### src/rtl/bfa_consts.vh
// barrier fault annunciator constants: offsets, layouts, timings
// assumes one 125 MHz clock; times count divider ms or s ticks
`ifndef BFA_CONSTS_VH
`define BFA_CONSTS_VH

// clock and tick divider
`define BFA_CLK_MHZ          125
`define BFA_TICK_TIME_US     1000
`define BFA_MS_PER_S         1000

// status led flash rates in milliseconds (values not given, plain defaults)
`define BFA_SLOW_HALF_MS     500
`define BFA_FAST_HALF_MS     125
`define BFA_CODE_PERIOD_MS   2000
`define BFA_CODE_SLOT_MS     250
`define BFA_CODE_ON_MS       125

// buzzer pattern times in milliseconds (values not given, plain defaults)
`define BFA_BEEP_ON_MS       200
`define BFA_BEEP_OFF_MS      200
`define BFA_SHORT_ON_MS      80
`define BFA_SHORT_OFF_MS     120
`define BFA_GROUP_GAP_MS     1000

// buzzer durations in seconds
`define BFA_LONG_S           30
`define BFA_SHORT_S          5
`define BFA_STALL_S          10

// beep counts per group; zero means a continuous tone
`define BFA_BEEPS_CONT       0
`define BFA_BEEPS_ONE        1
`define BFA_BEEPS_TWO        2
`define BFA_BEEPS_THREE      3
`define BFA_BEEPS_FOUR       4
`define BFA_BEEPS_FIVE       5

// number of buzzer conditions; bit order of the event vector is priority
`define BFA_NCOND            14
`define BFA_C_BREAK_IN       0
`define BFA_C_BATT_LOW       1
`define BFA_C_AUX_OVL        2
`define BFA_C_HOLIDAY        3
`define BFA_C_ESTOP          4
`define BFA_C_TIMEBAR        5
`define BFA_C_NO_LIMITS      6
`define BFA_C_MAINS_FAIL     7
`define BFA_C_LOOP_BROKEN    8
`define BFA_C_POS_SENSOR     9
`define BFA_C_FUSE           10
`define BFA_C_MOTOR          11
`define BFA_C_BRIDGE         12
`define BFA_C_STALL          13

// register byte offsets
`define BFA_REG_INT_STATUS   8'h00
`define BFA_REG_INT_CLEAR    8'h04
`define BFA_REG_INT_ENABLE   8'h08
`define BFA_REG_ACTIVE       8'h0C
`define BFA_INT_ENABLE_RST   14'h0000

`endif

### src/rtl/bfa_annunciator.v
// barrier fault annunciator: leds, status codes, lcd, buzzer, irq regs
// assumes inputs synchronous to I_CLK; fault events one-cycle pulses
`timescale 1ns/1ps
`include "bfa_consts.vh"

module bfa_annunciator #(
    parameter TICK_CYCLES = `BFA_TICK_TIME_US * `BFA_CLK_MHZ
) (
    input  wire        I_CLK,
    input  wire        I_RST_N,
    // field inputs, high while activated
    input  wire        I_LOOP_DETECT_IN,
    input  wire        I_AUX_IN,
    input  wire        I_LOCK_STOP_IN,
    input  wire        I_LATCHING_TRIGGER_IN,
    input  wire        I_MOMENTARY_TRIGGER_IN,
    input  wire        I_RAISE_IN,
    input  wire        I_LOWER_IN,
    // barrier state
    input  wire        I_ARM_LOWERED,
    input  wire        I_ARM_RAISING,
    input  wire        I_ARM_LOWERING,
    // status levels
    input  wire        I_LIGHT_OVERRIDE,
    input  wire        I_MAINS_OK,
    input  wire        I_BATT_LOW,
    input  wire        I_MULTI_COLLISION,
    input  wire [1:0]  I_BATT_LEVEL,
    // lcd field sources
    input  wire        I_AUTOLOWER_SEL,
    input  wire        I_AUTOLOWER_OVR,
    input  wire [7:0]  I_AUTOLOWER_TIME,
    input  wire [1:0]  I_LIGHT_MODE,
    input  wire [7:0]  I_COURTESY_TIME,
    // fault event pulses, one bit per buzzer condition
    input  wire [13:0] I_FAULT_EVT,
    // register port
    input  wire [7:0]  I_ADDR,
    input  wire [31:0] I_WDATA,
    input  wire        I_WR,
    input  wire        I_RD,
    output reg  [31:0] O_RDATA,
    // indicators
    output reg         O_LED_LOOP_GRN,
    output reg         O_LED_AUX_GRN,
    output reg         O_LED_LOCK_GRN,
    output reg         O_LED_LATCH_RED,
    output reg         O_LED_MOMENT_RED,
    output reg         O_LED_RAISE_RED,
    output reg         O_LED_LOWER_RED,
    output reg         O_LED_STATUS,
    // lcd
    output reg  [2:0]  O_BATT_BARS,
    output reg         O_BATT_ICON,
    output reg         O_MAINS_SOLID,
    output reg         O_MAINS_HOLLOW,
    output reg  [1:0]  O_AUTOLOWER_MODE,
    output reg  [7:0]  O_AUTOLOWER_TIME,
    output reg  [1:0]  O_LIGHT_FIELD_MODE,
    output reg  [7:0]  O_LIGHT_FIELD_TIME,
    // buzzer, inhibit, collision, interrupt
    output reg         O_BUZZER,
    output reg         O_ARM_INHIBIT,
    output reg         O_COLLISION,
    output reg         O_IRQ
);

    localparam NC = `BFA_NCOND;

    // buzzer pattern states, one-hot
    localparam [3:0] ST_IDLE = 4'h1;
    localparam [3:0] ST_ON   = 4'h2;
    localparam [3:0] ST_OFF  = 4'h4;
    localparam [3:0] ST_GAP  = 4'h8;

    // per-condition tables, five bits of seconds each, index 0 lowest
    localparam [69:0] DUR_VEC = {
        5'd`BFA_STALL_S, {6{5'd`BFA_LONG_S}},
        5'd`BFA_SHORT_S, 5'd`BFA_SHORT_S,
        {5{5'd`BFA_LONG_S}}};
    // beeps per group, three bits each
    localparam [41:0] BEEP_VEC = {
        3'd`BFA_BEEPS_FOUR, {4{3'd`BFA_BEEPS_FIVE}}, 3'd`BFA_BEEPS_ONE,
        3'd`BFA_BEEPS_TWO, 3'd`BFA_BEEPS_THREE, {3{3'd`BFA_BEEPS_ONE}},
        3'd`BFA_BEEPS_FIVE, 3'd`BFA_BEEPS_THREE, 3'd`BFA_BEEPS_CONT};
    // conditions that stop the arm; battery, mains and break-in do not
    localparam [13:0] INHIBIT_MASK = 14'h3F7C;
    // conditions using short beeps
    localparam [13:0] SHORT_MASK = 14'h0040;

    // shared tick divider
    reg  [16:0] div_cnt;             // cycles within one millisecond
    reg         ms_tick;             // one-cycle pulse each millisecond
    reg  [9:0]  sec_cnt;             // milliseconds within one second
    reg         sec_tick;            // one-cycle pulse each second

    // the only divider: every flash and beep time counts its ticks, so
    // shortening TICK_CYCLES scales all of them together
    always @(posedge I_CLK) begin
        if (!I_RST_N) begin
            div_cnt  <= 17'h0_0000;
            ms_tick  <= 1'b0;
            sec_cnt  <= 10'h000;
            sec_tick <= 1'b0;
        end else begin
            ms_tick  <= 1'b0;
            sec_tick <= 1'b0;
            if (div_cnt == TICK_CYCLES[16:0] - 17'h0_0001) begin
                div_cnt <= 17'h0_0000;
                ms_tick <= 1'b1;
                if (sec_cnt == `BFA_MS_PER_S - 1) begin
                    sec_cnt  <= 10'h000;
                    sec_tick <= 1'b1;
                end else begin
                    sec_cnt <= sec_cnt + 10'h001;
                end
            end else begin
                div_cnt <= div_cnt + 17'h0_0001;
            end
        end
    end

    // flash phases for the status led and lcd icons
    reg  [9:0]  slow_cnt;            // ms within slow half period
    reg         slow_ph;             // slow flash phase
    reg  [9:0]  fast_cnt;            // ms within fast half period
    reg         fast_ph;             // fast flash phase
    reg  [7:0]  slot_ms;             // ms within one code slot
    reg  [2:0]  slot_idx;            // slot number within code period

    // free-running phases; the code period is whole slots long
    always @(posedge I_CLK) begin
        if (!I_RST_N) begin
            slow_cnt <= 10'h000;
            slow_ph  <= 1'b0;
            fast_cnt <= 10'h000;
            fast_ph  <= 1'b0;
            slot_ms  <= 8'h00;
            slot_idx <= 3'h0;
        end else if (ms_tick) begin
            if (slow_cnt == `BFA_SLOW_HALF_MS - 1) begin
                slow_cnt <= 10'h000;
                slow_ph  <= ~slow_ph;
            end else begin
                slow_cnt <= slow_cnt + 10'h001;
            end
            if (fast_cnt == `BFA_FAST_HALF_MS - 1) begin
                fast_cnt <= 10'h000;
                fast_ph  <= ~fast_ph;
            end else begin
                fast_cnt <= fast_cnt + 10'h001;
            end
            if (slot_ms == `BFA_CODE_SLOT_MS - 1) begin
                slot_ms <= 8'h00;
                if (slot_idx == `BFA_CODE_PERIOD_MS / `BFA_CODE_SLOT_MS - 1)
                    slot_idx <= 3'h0;
                else
                    slot_idx <= slot_idx + 3'h1;
            end else begin
                slot_ms <= slot_ms + 8'h01;
            end
        end
    end

    // flash count for the status code; lowest count wins when several hold
    wire [2:0]  code_n = I_LIGHT_OVERRIDE  ? 3'h1 :
                         !I_MAINS_OK       ? 3'h2 :
                         I_BATT_LOW        ? 3'h3 :
                         I_MULTI_COLLISION ? 3'h4 : 3'h0;

    // per-condition seconds timers, restarted by each new event
    reg  [4:0]  tmr [0:NC-1];
    wire [13:0] active;
    genvar g;
    generate
        for (g = 0; g < NC; g = g + 1) begin : cond
            always @(posedge I_CLK) begin
                if (!I_RST_N)
                    tmr[g] <= 5'h00;
                else if (I_FAULT_EVT[g])
                    tmr[g] <= DUR_VEC[g*5 +: 5];
                else if (sec_tick && tmr[g] != 5'h00)
                    tmr[g] <= tmr[g] - 5'h01;
            end
            assign active[g] = (tmr[g] != 5'h00);
        end
    endgenerate

    // priority pick: lowest index, which is the lowest priority number
    reg  [3:0]  sel;
    reg         sel_vld;
    integer     k;
    always @* begin
        sel     = 4'h0;
        sel_vld = 1'b0;
        for (k = NC - 1; k >= 0; k = k - 1) begin
            if (active[k]) begin
                sel     = k[3:0];
                sel_vld = 1'b1;
            end
        end
    end

    // pattern parameters of the chosen condition
    wire [2:0]  beeps  = BEEP_VEC[sel*3 +: 3];
    wire        shrt   = SHORT_MASK[sel];
    wire [10:0] on_ms  = shrt ? 11'd`BFA_SHORT_ON_MS : 11'd`BFA_BEEP_ON_MS;
    wire [10:0] off_ms = shrt ? 11'd`BFA_SHORT_OFF_MS : 11'd`BFA_BEEP_OFF_MS;

    // buzzer pattern machine
    reg  [3:0]  state;
    reg  [3:0]  cur_sel;             // condition the pattern belongs to
    reg  [10:0] pat_ms;              // ms spent in the current state
    reg  [2:0]  beep_n;              // beeps finished in this group

    // a change of winner restarts the pattern so no group is mixed
    always @(posedge I_CLK) begin
        if (!I_RST_N) begin
            state   <= ST_IDLE;
            cur_sel <= 4'h0;
            pat_ms  <= 11'h000;
            beep_n  <= 3'h0;
        end else if (!sel_vld || sel != cur_sel) begin
            state   <= sel_vld ? ST_ON : ST_IDLE;
            cur_sel <= sel;
            pat_ms  <= 11'h000;
            beep_n  <= 3'h0;
        end else begin
            case (state)
                ST_IDLE: state <= ST_ON; // counters zeroed on the way in
                ST_ON: begin
                    // zero beeps means a continuous tone
                    if (beeps != 3'h0 && ms_tick) begin
                        if (pat_ms == on_ms - 11'h001) begin
                            state  <= ST_OFF;
                            pat_ms <= 11'h000;
                            beep_n <= beep_n + 3'h1;
                        end else begin
                            pat_ms <= pat_ms + 11'h001;
                        end
                    end
                end
                ST_OFF: begin
                    if (ms_tick) begin
                        if (pat_ms == off_ms - 11'h001) begin
                            state  <= (beep_n == beeps) ? ST_GAP : ST_ON;
                            pat_ms <= 11'h000;
                        end else begin
                            pat_ms <= pat_ms + 11'h001;
                        end
                    end
                end
                ST_GAP: begin
                    if (ms_tick) begin
                        if (pat_ms == `BFA_GROUP_GAP_MS - 1) begin
                            state  <= ST_ON;
                            pat_ms <= 11'h000;
                            beep_n <= 3'h0;
                        end else begin
                            pat_ms <= pat_ms + 11'h001;
                        end
                    end
                end
                default: begin
                    state <= ST_IDLE;
                end
            endcase
        end
    end

    // interrupt registers
    reg  [13:0] int_status;          // sticky event bits
    reg  [13:0] int_enable;          // mask onto O_IRQ
    wire        wr_clr = I_WR && (I_ADDR == `BFA_REG_INT_CLEAR);
    wire [13:0] clr    = wr_clr ? I_WDATA[13:0] : 14'h0000;

    // a new event in the clear cycle survives: set wins over clear
    always @(posedge I_CLK) begin
        if (!I_RST_N) begin
            int_status <= 14'h0000;
            int_enable <= `BFA_INT_ENABLE_RST;
            O_RDATA    <= 32'h0000_0000;
            O_IRQ      <= 1'b0;
        end else begin
            int_status <= (int_status & ~clr) | I_FAULT_EVT;
            if (I_WR && I_ADDR == `BFA_REG_INT_ENABLE)
                int_enable <= I_WDATA[13:0];
            O_IRQ <= |(int_status & int_enable);
            // read data stands only in the cycle after the strobe
            O_RDATA <= 32'h0000_0000;
            if (I_RD) begin
                case (I_ADDR)
                    `BFA_REG_INT_STATUS: O_RDATA <= {18'h0_0000, int_status};
                    `BFA_REG_INT_ENABLE: O_RDATA <= {18'h0_0000, int_enable};
                    `BFA_REG_ACTIVE:     O_RDATA <= {18'h0_0000, active};
                    default:             O_RDATA <= 32'h0000_0000;
                endcase
            end
        end
    end

    // registered indicator, lcd and buzzer outputs
    always @(posedge I_CLK) begin
        if (!I_RST_N) begin
            O_LED_LOOP_GRN     <= 1'b0;
            O_LED_AUX_GRN      <= 1'b0;
            O_LED_LOCK_GRN     <= 1'b0;
            O_LED_LATCH_RED    <= 1'b0;
            O_LED_MOMENT_RED   <= 1'b0;
            O_LED_RAISE_RED    <= 1'b0;
            O_LED_LOWER_RED    <= 1'b0;
            O_LED_STATUS       <= 1'b0;
            O_BATT_BARS        <= 3'h0;
            O_BATT_ICON        <= 1'b0;
            O_MAINS_SOLID      <= 1'b0;
            O_MAINS_HOLLOW     <= 1'b0;
            O_AUTOLOWER_MODE   <= 2'h0;
            O_AUTOLOWER_TIME   <= 8'h00;
            O_LIGHT_FIELD_MODE <= 2'h0;
            O_LIGHT_FIELD_TIME <= 8'h00;
            O_BUZZER           <= 1'b0;
            O_ARM_INHIBIT      <= 1'b0;
            O_COLLISION        <= 1'b0;
        end else begin
            // normally-closed inputs: green dark once activated
            O_LED_LOOP_GRN   <= ~I_LOOP_DETECT_IN;
            O_LED_AUX_GRN    <= ~I_AUX_IN;
            O_LED_LOCK_GRN   <= ~I_LOCK_STOP_IN;
            // normally-open inputs: red lit while present
            O_LED_LATCH_RED  <= I_LATCHING_TRIGGER_IN;
            O_LED_MOMENT_RED <= I_MOMENTARY_TRIGGER_IN;
            O_LED_RAISE_RED  <= I_RAISE_IN;
            O_LED_LOWER_RED  <= I_LOWER_IN;
            // a fault code takes the led over from the motion display
            if (code_n != 3'h0)
                O_LED_STATUS <= (slot_idx < code_n) &&
                                (slot_ms < `BFA_CODE_ON_MS);
            else if (I_ARM_RAISING)
                O_LED_STATUS <= slow_ph;
            else if (I_ARM_LOWERING)
                O_LED_STATUS <= fast_ph;
            else
                O_LED_STATUS <= ~I_ARM_LOWERED;
            // battery: level 0 empty, 1 half, 2 or 3 full
            O_BATT_ICON <= (I_BATT_LEVEL != 2'h0) | slow_ph;
            case (I_BATT_LEVEL)
                2'h0:    O_BATT_BARS <= 3'h0;
                2'h1:    O_BATT_BARS <= 3'h2;
                default: O_BATT_BARS <= 3'h4;
            endcase
            O_MAINS_SOLID  <= I_MAINS_OK;
            O_MAINS_HOLLOW <= ~I_MAINS_OK & slow_ph;
            // autolower field: 0 off, 1 override code, 2 countdown
            if (!I_AUTOLOWER_SEL)
                O_AUTOLOWER_MODE <= 2'h0;
            else if (I_AUTOLOWER_OVR)
                O_AUTOLOWER_MODE <= 2'h1;
            else
                O_AUTOLOWER_MODE <= 2'h2;
            O_AUTOLOWER_TIME <= (I_AUTOLOWER_SEL && !I_AUTOLOWER_OVR) ?
                                I_AUTOLOWER_TIME : 8'h00;
            // light field mirrors the mode; time only in courtesy mode
            O_LIGHT_FIELD_MODE <= I_LIGHT_MODE;
            O_LIGHT_FIELD_TIME <= (I_LIGHT_MODE == 2'h0) ?
                                  I_COURTESY_TIME : 8'h00;
            O_BUZZER      <= (state == ST_ON) && sel_vld && sel == cur_sel;
            O_ARM_INHIBIT <= |(active & INHIBIT_MASK);
            O_COLLISION   <= active[`BFA_C_STALL];
        end
    end

endmodule // bfa_annunciator

### config.mk
export PLATFORM = sky130hd
export DESIGN_NAME = bfa_annunciator
export DESIGN_NICKNAME = d
export VERILOG_FILES = /design/src/rtl/bfa_annunciator.v
export VERILOG_INCLUDE_DIRS = /design/src /design/src/rtl
export SDC_FILE = /design/constraint.sdc
export NUM_CORES = 1
export LEC_CHECK = 0
export BUFFER_PORTS_ARGS = -buffer_cell sky130_fd_sc_hd__buf_4
export CAP_MARGIN = 20
export CORE_AREA = 2 2 170 172
export CTS_CLUSTER_SIZE = 20
export DETAILED_ROUTE_END_ITERATION = 7
export DIE_AREA = 0 0 172 174
export PLACE_DENSITY_LB_ADDON = 0.1
export SKIP_CTS_REPAIR_TIMING = 1
export SLEW_MARGIN = 20
export SYNTH_ARGS = -nofsm -noshare
export SYNTH_HDL_FRONTEND = slang
export SYNTH_SLANG_ARGS = --single-unit
### constraint.sdc
create_clock -name I_CLK -period 4 [get_ports I_CLK]
set_input_delay 0.4 -clock I_CLK [delete_from_list [all_inputs] [get_ports I_CLK]]
set_output_delay 0.4 -clock I_CLK [all_outputs]
set_load 0.01 [all_outputs]
==> summary.txt, run 1 <==
Status: finished clean
WL final: 26030 um
Via Count: 8646
Overall die area: 29930 um2
Max Cap Viol: 0
Post-synthesis async set-or-reset flop share: 0%
IO buf count: 126
Overflow after GRT: 0
Sink of the worst hold path: O_LED_LOOP_GRN
Hold path start: I_LOOP_DETECT_IN
CP Capture Type: flip-flop
Hold Path Cell Cnt: 2
Worst-skew pair later-pin latency: 530 ps
ANT nets after route: 0
Gpl congestion: 0.7980
Count of cell types in the netlist: 66
CTS tree: built
FP Rows: 62
Slack of the worst reg-to-reg path: 420 ps
Critical path type: reg2reg
Synth Instances: 1194
First drt pass iteration count: 4
Sequential power share: 45.6%
Total GRT Usage: 17.25%
RR Startpoint: tmr[0][15]
FMAX: 279.2 MHz
Initial antenna violation count: 0
Slew headroom: 25.86%
Layout cell share with drive strength beyond 1: 15.95%
Setup TNS: 0 ps
Layout Skew: 8.712 ps
Slew Limit Fails: 0
Floorplan core area: 28240 um2
Htree depth: 1
Top_reg_cell synth: dfxtp_1
Power per cell area: 422.1 nW/um2
Pint: 0.004389 W
Clock buffer depth: 3
Syn avg cell area: 9.337 um2
Effective utilization at floorplan: 39.48%
Sw Share: 22.81%
Synth area leader: dfxtp_1
Fin Hold WS: 19.19 ps
Combinational power share: 8.4%
Register area share after synthesis: 48.13%
End of the worst register-to-register path: state[3]
P_sw: 0.001297 W
Final Hold Fails: 0
Area of the mapped netlist: 11150 um2
Number of global-route vias before repair: 8332
Nets: 1461
Final core utilization: 47.71%
Setup violations, final: 0
1st-iter DRT viols: 398
Fin crit period: 3582 ps
DR DRC count: 0
TritonCTS Buffers: 27
CP Data Arrival Time: 4050 ps
Worst-path clk slew: 60 ps
Hpwl dp: 18520 um
Worst reg2reg path depth: 11
Fin crit share: 89.55%
Yosys reg bits: 233
Die width: 172 um
WP data required: 4460 ps
Peak supply drop: 0.4386 mV
Layout area overhead: 20.85%
Filler Cells Inserted: 2783
Die height: 174 um
Worst hold path class: in2reg
Clock share of power: 45.9%
RSZ-0062 raised after global routing: false
Post-synth EDFFs: 70
Crit path max fanout: 6
Synth Warn #: 0
Avg WL per Cell: 14.98 um
Antenna cells: 0
Measured slew at the worst slew-check pin: 1108 ps
Largest net degree at the start of global routing: 38
CP Launch Type: flip-flop
Clock sinks: 233
Leak: 5.394 nW
Synth top area cells: dfxtp_1 29%, edfxtp_1 19%, nor2_1 8.1%
Root buffer cell: clkbuf_16
Global-route wire length before repair: 42180 um
# IOs: 164
Synth top area share: 29.27%
Post-DR vias/cell: 4.975
==> layer usage <==
layer	GRT usage (%)	up-vias	share of wire [%]
li1	-	4411	-
met1	23.38	4048	47
met2	28.56	152	47
met3	2.801	35	4.2
met4	4.552	0	1.6
met5	0	-	0
==> placed cells by master (no fill, tap or decap), drive strengths merged, types with 3 or more instances in the layout <==
cell type  instances
mux2i             22
or4b               7
xnor2             47
o211ai             3
a21o               3
a21oi             52
nand4             19
clkbuf            36
edfxtp            70
nor3              33
nand3b            12
nor2b              4
o21a               3
buf              144
o21ai             50
dfxtp            163
nor4b             19
clkinv             8
a22oi             17
conb              19
a31oi             15
and3              15
nor2             242
nand4b             3
xor2              51
nand2b             8
bufinv             5
nand3             22
ha                34
a221oi             3
inv               40
or4                5
and2              32
or3               15
a211o              3
nor4              14
a211oi             4
nand2             91
==> cells by family (layout without fill, tap and decap cells) <==
kind of cell / count (synthesis) / count (layout) / share of synthesized area (%)
and+or+nand+nor: 546 / 546 / 25.07
buffers and inverters: 93 / 235 / 3.827
adders and majority gates: 34 / 34 / 3.816
DFF: 233 / 233 / 48.13
AOI/OAI and AO/OA: 166 / 166 / 9.315
other: 1 / 19 / 0.03364
xor gates and xnor gates: 98 / 98 / 7.699
muxes: 23 / 23 / 2.110
==> synthesized netlist by cell type, drive strengths merged, types with 4 or more instances <==
master  number
nand2       91
nand4       19
nor4b       19
or4b         7
a22oi       17
ha          34
nand3       22
mux2i       22
and3        15
nand2b       8
edfxtp      70
xor2        51
nor2       242
a31oi       15
or4          5
a21oi       52
o21ai       50
nor2b        4
dfxtp      163
nand3b      12
nor4        14
buf         26
clkbuf      28
a211oi       4
nor3        33
and2        32
xnor2       47
or3         15
inv         39
==> cell type report <==
cell class | instances | area [um2] | area share [%]
Inverter | 39 | 146.4 | 1.087
Multi-Input combinational cell | 886 | 5424 | 40.26
Sequential cell | 233 | 5365 | 39.82
Clock inverter | 14 | 195.2 | 1.449
Tap cell | 384 | 480.5 | 3.566
Clock buffer | 36 | 760.7 | 5.646
Timing Repair Buffer | 146 | 1101 | 8.172
==> how the worst max path moves through the flow <==
stage          depth (start not counted)       end  startpoint
2_1_floorplan                         12  state[3]  tmr[0][15]
3_3_place_gp                          11  state[3]  tmr[0][15]
3_5_place_dp                          11  state[3]  tmr[0][15]
4_1_cts                               11  state[3]  tmr[0][15]
5_1_grt                               11  state[3]  tmr[0][15]
6_report                              11  state[3]  tmr[0][15]
==> flip-flops by register name, indices dropped and copies added, names as in the netlist, 2 cells and up <==
| register | flops |
|---|---|
| O_RDATA | 14 |
| O_BATT_BARS | 2 |
| O_AUTOLOWER_MODE | 2 |
| sec_cnt | 10 |
| slow_cnt | 10 |
| O_LIGHT_FIELD_TIME | 8 |
| fast_cnt | 10 |
| O_AUTOLOWER_TIME | 8 |
| cur_sel | 4 |
| beep_n | 3 |
| int_enable | 14 |
| div_cnt | 17 |
| slot_ms | 8 |
| pat_ms | 11 |
| O_LIGHT_FIELD_MODE | 2 |
| state | 4 |
| tmr | 70 |
| int_status | 14 |
| slot_idx | 3 |
==> per-stage QoR <==
| stage | setup slack (ps) | area [um2] | instances | power [W] |
|---|---|---|---|---|
| 4_1_cts | 395.0 | 13450 | 1736 | 0.005773 |
| 5_1_grt | 232.5 | 13470 | 1738 | 0.005929 |
| 6_report | 417.8 | 13470 | 1738 | 0.005686 |
| 3_5_place_dp | 428.9 | 12500 | 1686 | 0.003124 |
| 3_3_place_gp | 512.2 | 12500 | 1686 | 0.003119 |
| 2_1_floorplan | 790.2 | 11220 | 1212 | 0.002938 |
==> worst max-delay path, stage by stage, from the launching register on <==
cell       delay, ps
edfxtp_1         420
inv_1             80
ha_1             220
or4b_1           590
o21a_1           260
a2111oi_2        510
mux2_4           350
nand2b_4         150
o21ai_1          130
nand2b_1         140
or4_1            530
a21oi_1          140
==> power groups by stage <==
| stage | Combinational (W) | Sequential [W] | Clock, W |
|---|---|---|---|
| global route | 0.000535 | 0.00261 | 0.00279 |
| floorplan | 0.000307 | 0.00263 | 0 |
| CTS | 0.000482 | 0.00259 | 0.00270 |
| detailed placement | 0.000479 | 0.00265 | 0 |
| finish | 0.000479 | 0.00260 | 0.00261 |
| global placement | 0.000476 | 0.00264 | 0 |
Power figures use the tool's default switching activity.
==> run 2: changes to the inputs <==
==> constraint.sdc (replaced) <==
create_clock -name I_CLK -period 3.15 [get_ports I_CLK]
set_input_delay 0.315 -clock I_CLK [delete_from_list [all_inputs] [get_ports I_CLK]]
set_output_delay 0.315 -clock I_CLK [all_outputs]
set_load 0.01 [all_outputs]
==> summary.txt, run 2 (synthesis gave the netlist of run 1 again) <==
Status: finished clean
Layout Skew: 25.09 ps
Total GRT Usage: 16.93%
Root buffer cell: clkbuf_16
Filler Cells Inserted: 2686
Slew headroom: 53.27%
Max Cap Viol: 0
Htree depth: 1
Post-DR vias/cell: 4.953
Leading cell type in the layout, fill and taps excluded: nor2_1
FMAX: 321.7 MHz
Initial antenna violation count: 0
Final Power: 0.007226 W
Most frequent cells in the layout: 242 x nor2_1, 178 x buf_4, 163 x dfxtp_1, 90 x nand2_1, 70 x edfxtp_1
Hold Path Cell Cnt: 3
DR DRC count: 0
Power per cell area: 510.9 nW/um2
Via Count: 8915
Met3 usage: 2.596%
Nets: 1523
Avg WL per Cell: 14.47 um
Cells after DPL: 1712
Largest net degree at the start of global routing: 37
Routing usage on met2: 28.26%
Effective utilization at floorplan: 39.48%
Overflow after GRT: 0
WP data required: 3600 ps
IO buf count: 126
Clock buffer depth: 3
Largest register by flop count: tmr
M1 GR Usage: 22.87%
Slack of the worst reg-to-reg path: 40 ps
Gr busiest metal: met2
Hold path start: I_FAULT_EVT[13]
Fin crit share: 98.69%
1st-iter DRT viols: 436
Floorplan core area: 28240 um2
Cell Count, Final, Fillers Out: 1800
Cell Area, Placed: 12710 um2
Slew Limit Fails: 0
CP Data Arrival Time: 3560 ps
Die width: 172 um
Worst hold path class: in2reg
RSZ-0062 raised after global routing: true
Gpl congestion: 0.7810
Peak supply drop: 0.3991 mV
Worst reg2reg path depth: 12
Layout area overhead: 26.87%
TritonCTS Buffers: 27
CP Capture Type: flip-flop
Biggest regs: tmr: 70 flops, div_cnt: 17 flops
WL final: 26040 um
CP Launch Type: flip-flop
Antenna cells: 0
Layout cell share with drive strength beyond 1: 19.42%
Fin crit period: 3109 ps
Crit path max fanout: 4
Measured slew at the worst slew-check pin: 700.0 ps
Worst-skew pair later-pin latency: 540 ps
Die height: 174 um
Overall die area: 29930 um2
End of the worst register-to-register path: state[3]
Multi-input logic area: 5568 um2
First drt pass iteration count: 7
Sink of the worst hold path: int_status[13]
# IOs: 164
CTS tree: built
Hpwl dp: 18360 um
Setup violations, final: 0
ANT nets after route: 0
Critical path type: reg2reg
FF+latch area: 5365 um2
Number of flip-flops in the largest register: 70
Number of global-route vias before repair: 8371
FP Rows: 62
RR Startpoint: tmr[0][30]
Finished Cell Area: 14140 um2
Worst-path clk slew: 60 ps
Final Hold Fails: 0
Global-route wire length before repair: 41660 um
Leak: 5.719 nW
Clock sinks: 233
[run 2: cell count changes in the layout (fill, tap and decap cells not counted), moves of 3 or more]
| cell | previous run | this run |
|---|---|---|
| inv_1 | 38 | 33 |
| inv_2 | 1 | 6 |
| bufinv_16 | 5 | 1 |
| ha_4 | 0 | 3 |
| or4b_1 | 4 | 1 |
| dlygate4sd3_1 | 2 | 28 |
| ha_1 | 34 | 30 |
| or4b_4 | 2 | 5 |
| clkbuf_8 | 3 | 8 |
| buf_4 | 144 | 178 |
[run 2: area by class of cell]
class / count / area share, %
Sequential cell: 233 / 37.93
Multi-Input combinational cell: 886 / 39.37
Tap cell: 384 / 3.397
Clock buffer: 41 / 6.166
Inverter: 39 / 1.035
Clock inverter: 9 / 0.5131
Timing Repair Buffer: 208 / 11.59
[run 2: worst max-delay path by stage]
stage	cells past startpoint	slack, ps	endpoint	startpoint
final	12	40	state[3]	tmr[0][30]
after global routing	12	-40	state[3]	tmr[0][30]
after CTS	12	2	state[3]	tmr[1][20]
after detailed placement	12	30	state[3]	tmr[1][20]
after global placement	12	70	state[3]	tmr[1][20]
after floorplan	12	70	state[3]	tmr[0][15]
[run 2: metal layers]
layer  vias to the layer above  part of all wire [%]
li1                       4532                     -
met1                      4187                    47
met2                       168                    47
met3                        28                   4.0
met4                         0                   1.9
met5                         -                     0
[run 2: worst max-delay path, cell delays in order (launching register included)]
cell and delay (ps):
edfxtp_1 380, inv_1 110, ha_4 160, or4b_4 510, a211oi_4 290, a21oi_2 120
o21ai_2 170, o41ai_4 100, buf_4 160, o31ai_1 230, nand3_1 130, or4_1 520
a21oi_1 130
[run 2: stage by stage]
step           util [%]  hold WS (ps)  worst slack (ps)  setup TNS [ps]
6_report          50.09         15.45             41.25               0
5_1_grt           50.09        0.5294            -37.83          -67.06
4_1_cts           48.36        -89.67             1.509               0
3_5_place_dp      45.02         433.7             34.91               0
3_3_place_gp      45.02         427.8             66.95               0
2_1_floorplan         -         381.7             72.01               0
[run 2: report_power, final]
part | internal, W | switching, W | total, W | leakage (nW)
clock network | 0.00199 | 0.00125 | 0.00323 | 0.474
logic | 0.000343 | 0.000356 | 0.000699 | 3.16
registers | 0.00320 | 0.0000942 | 0.00329 | 2.09
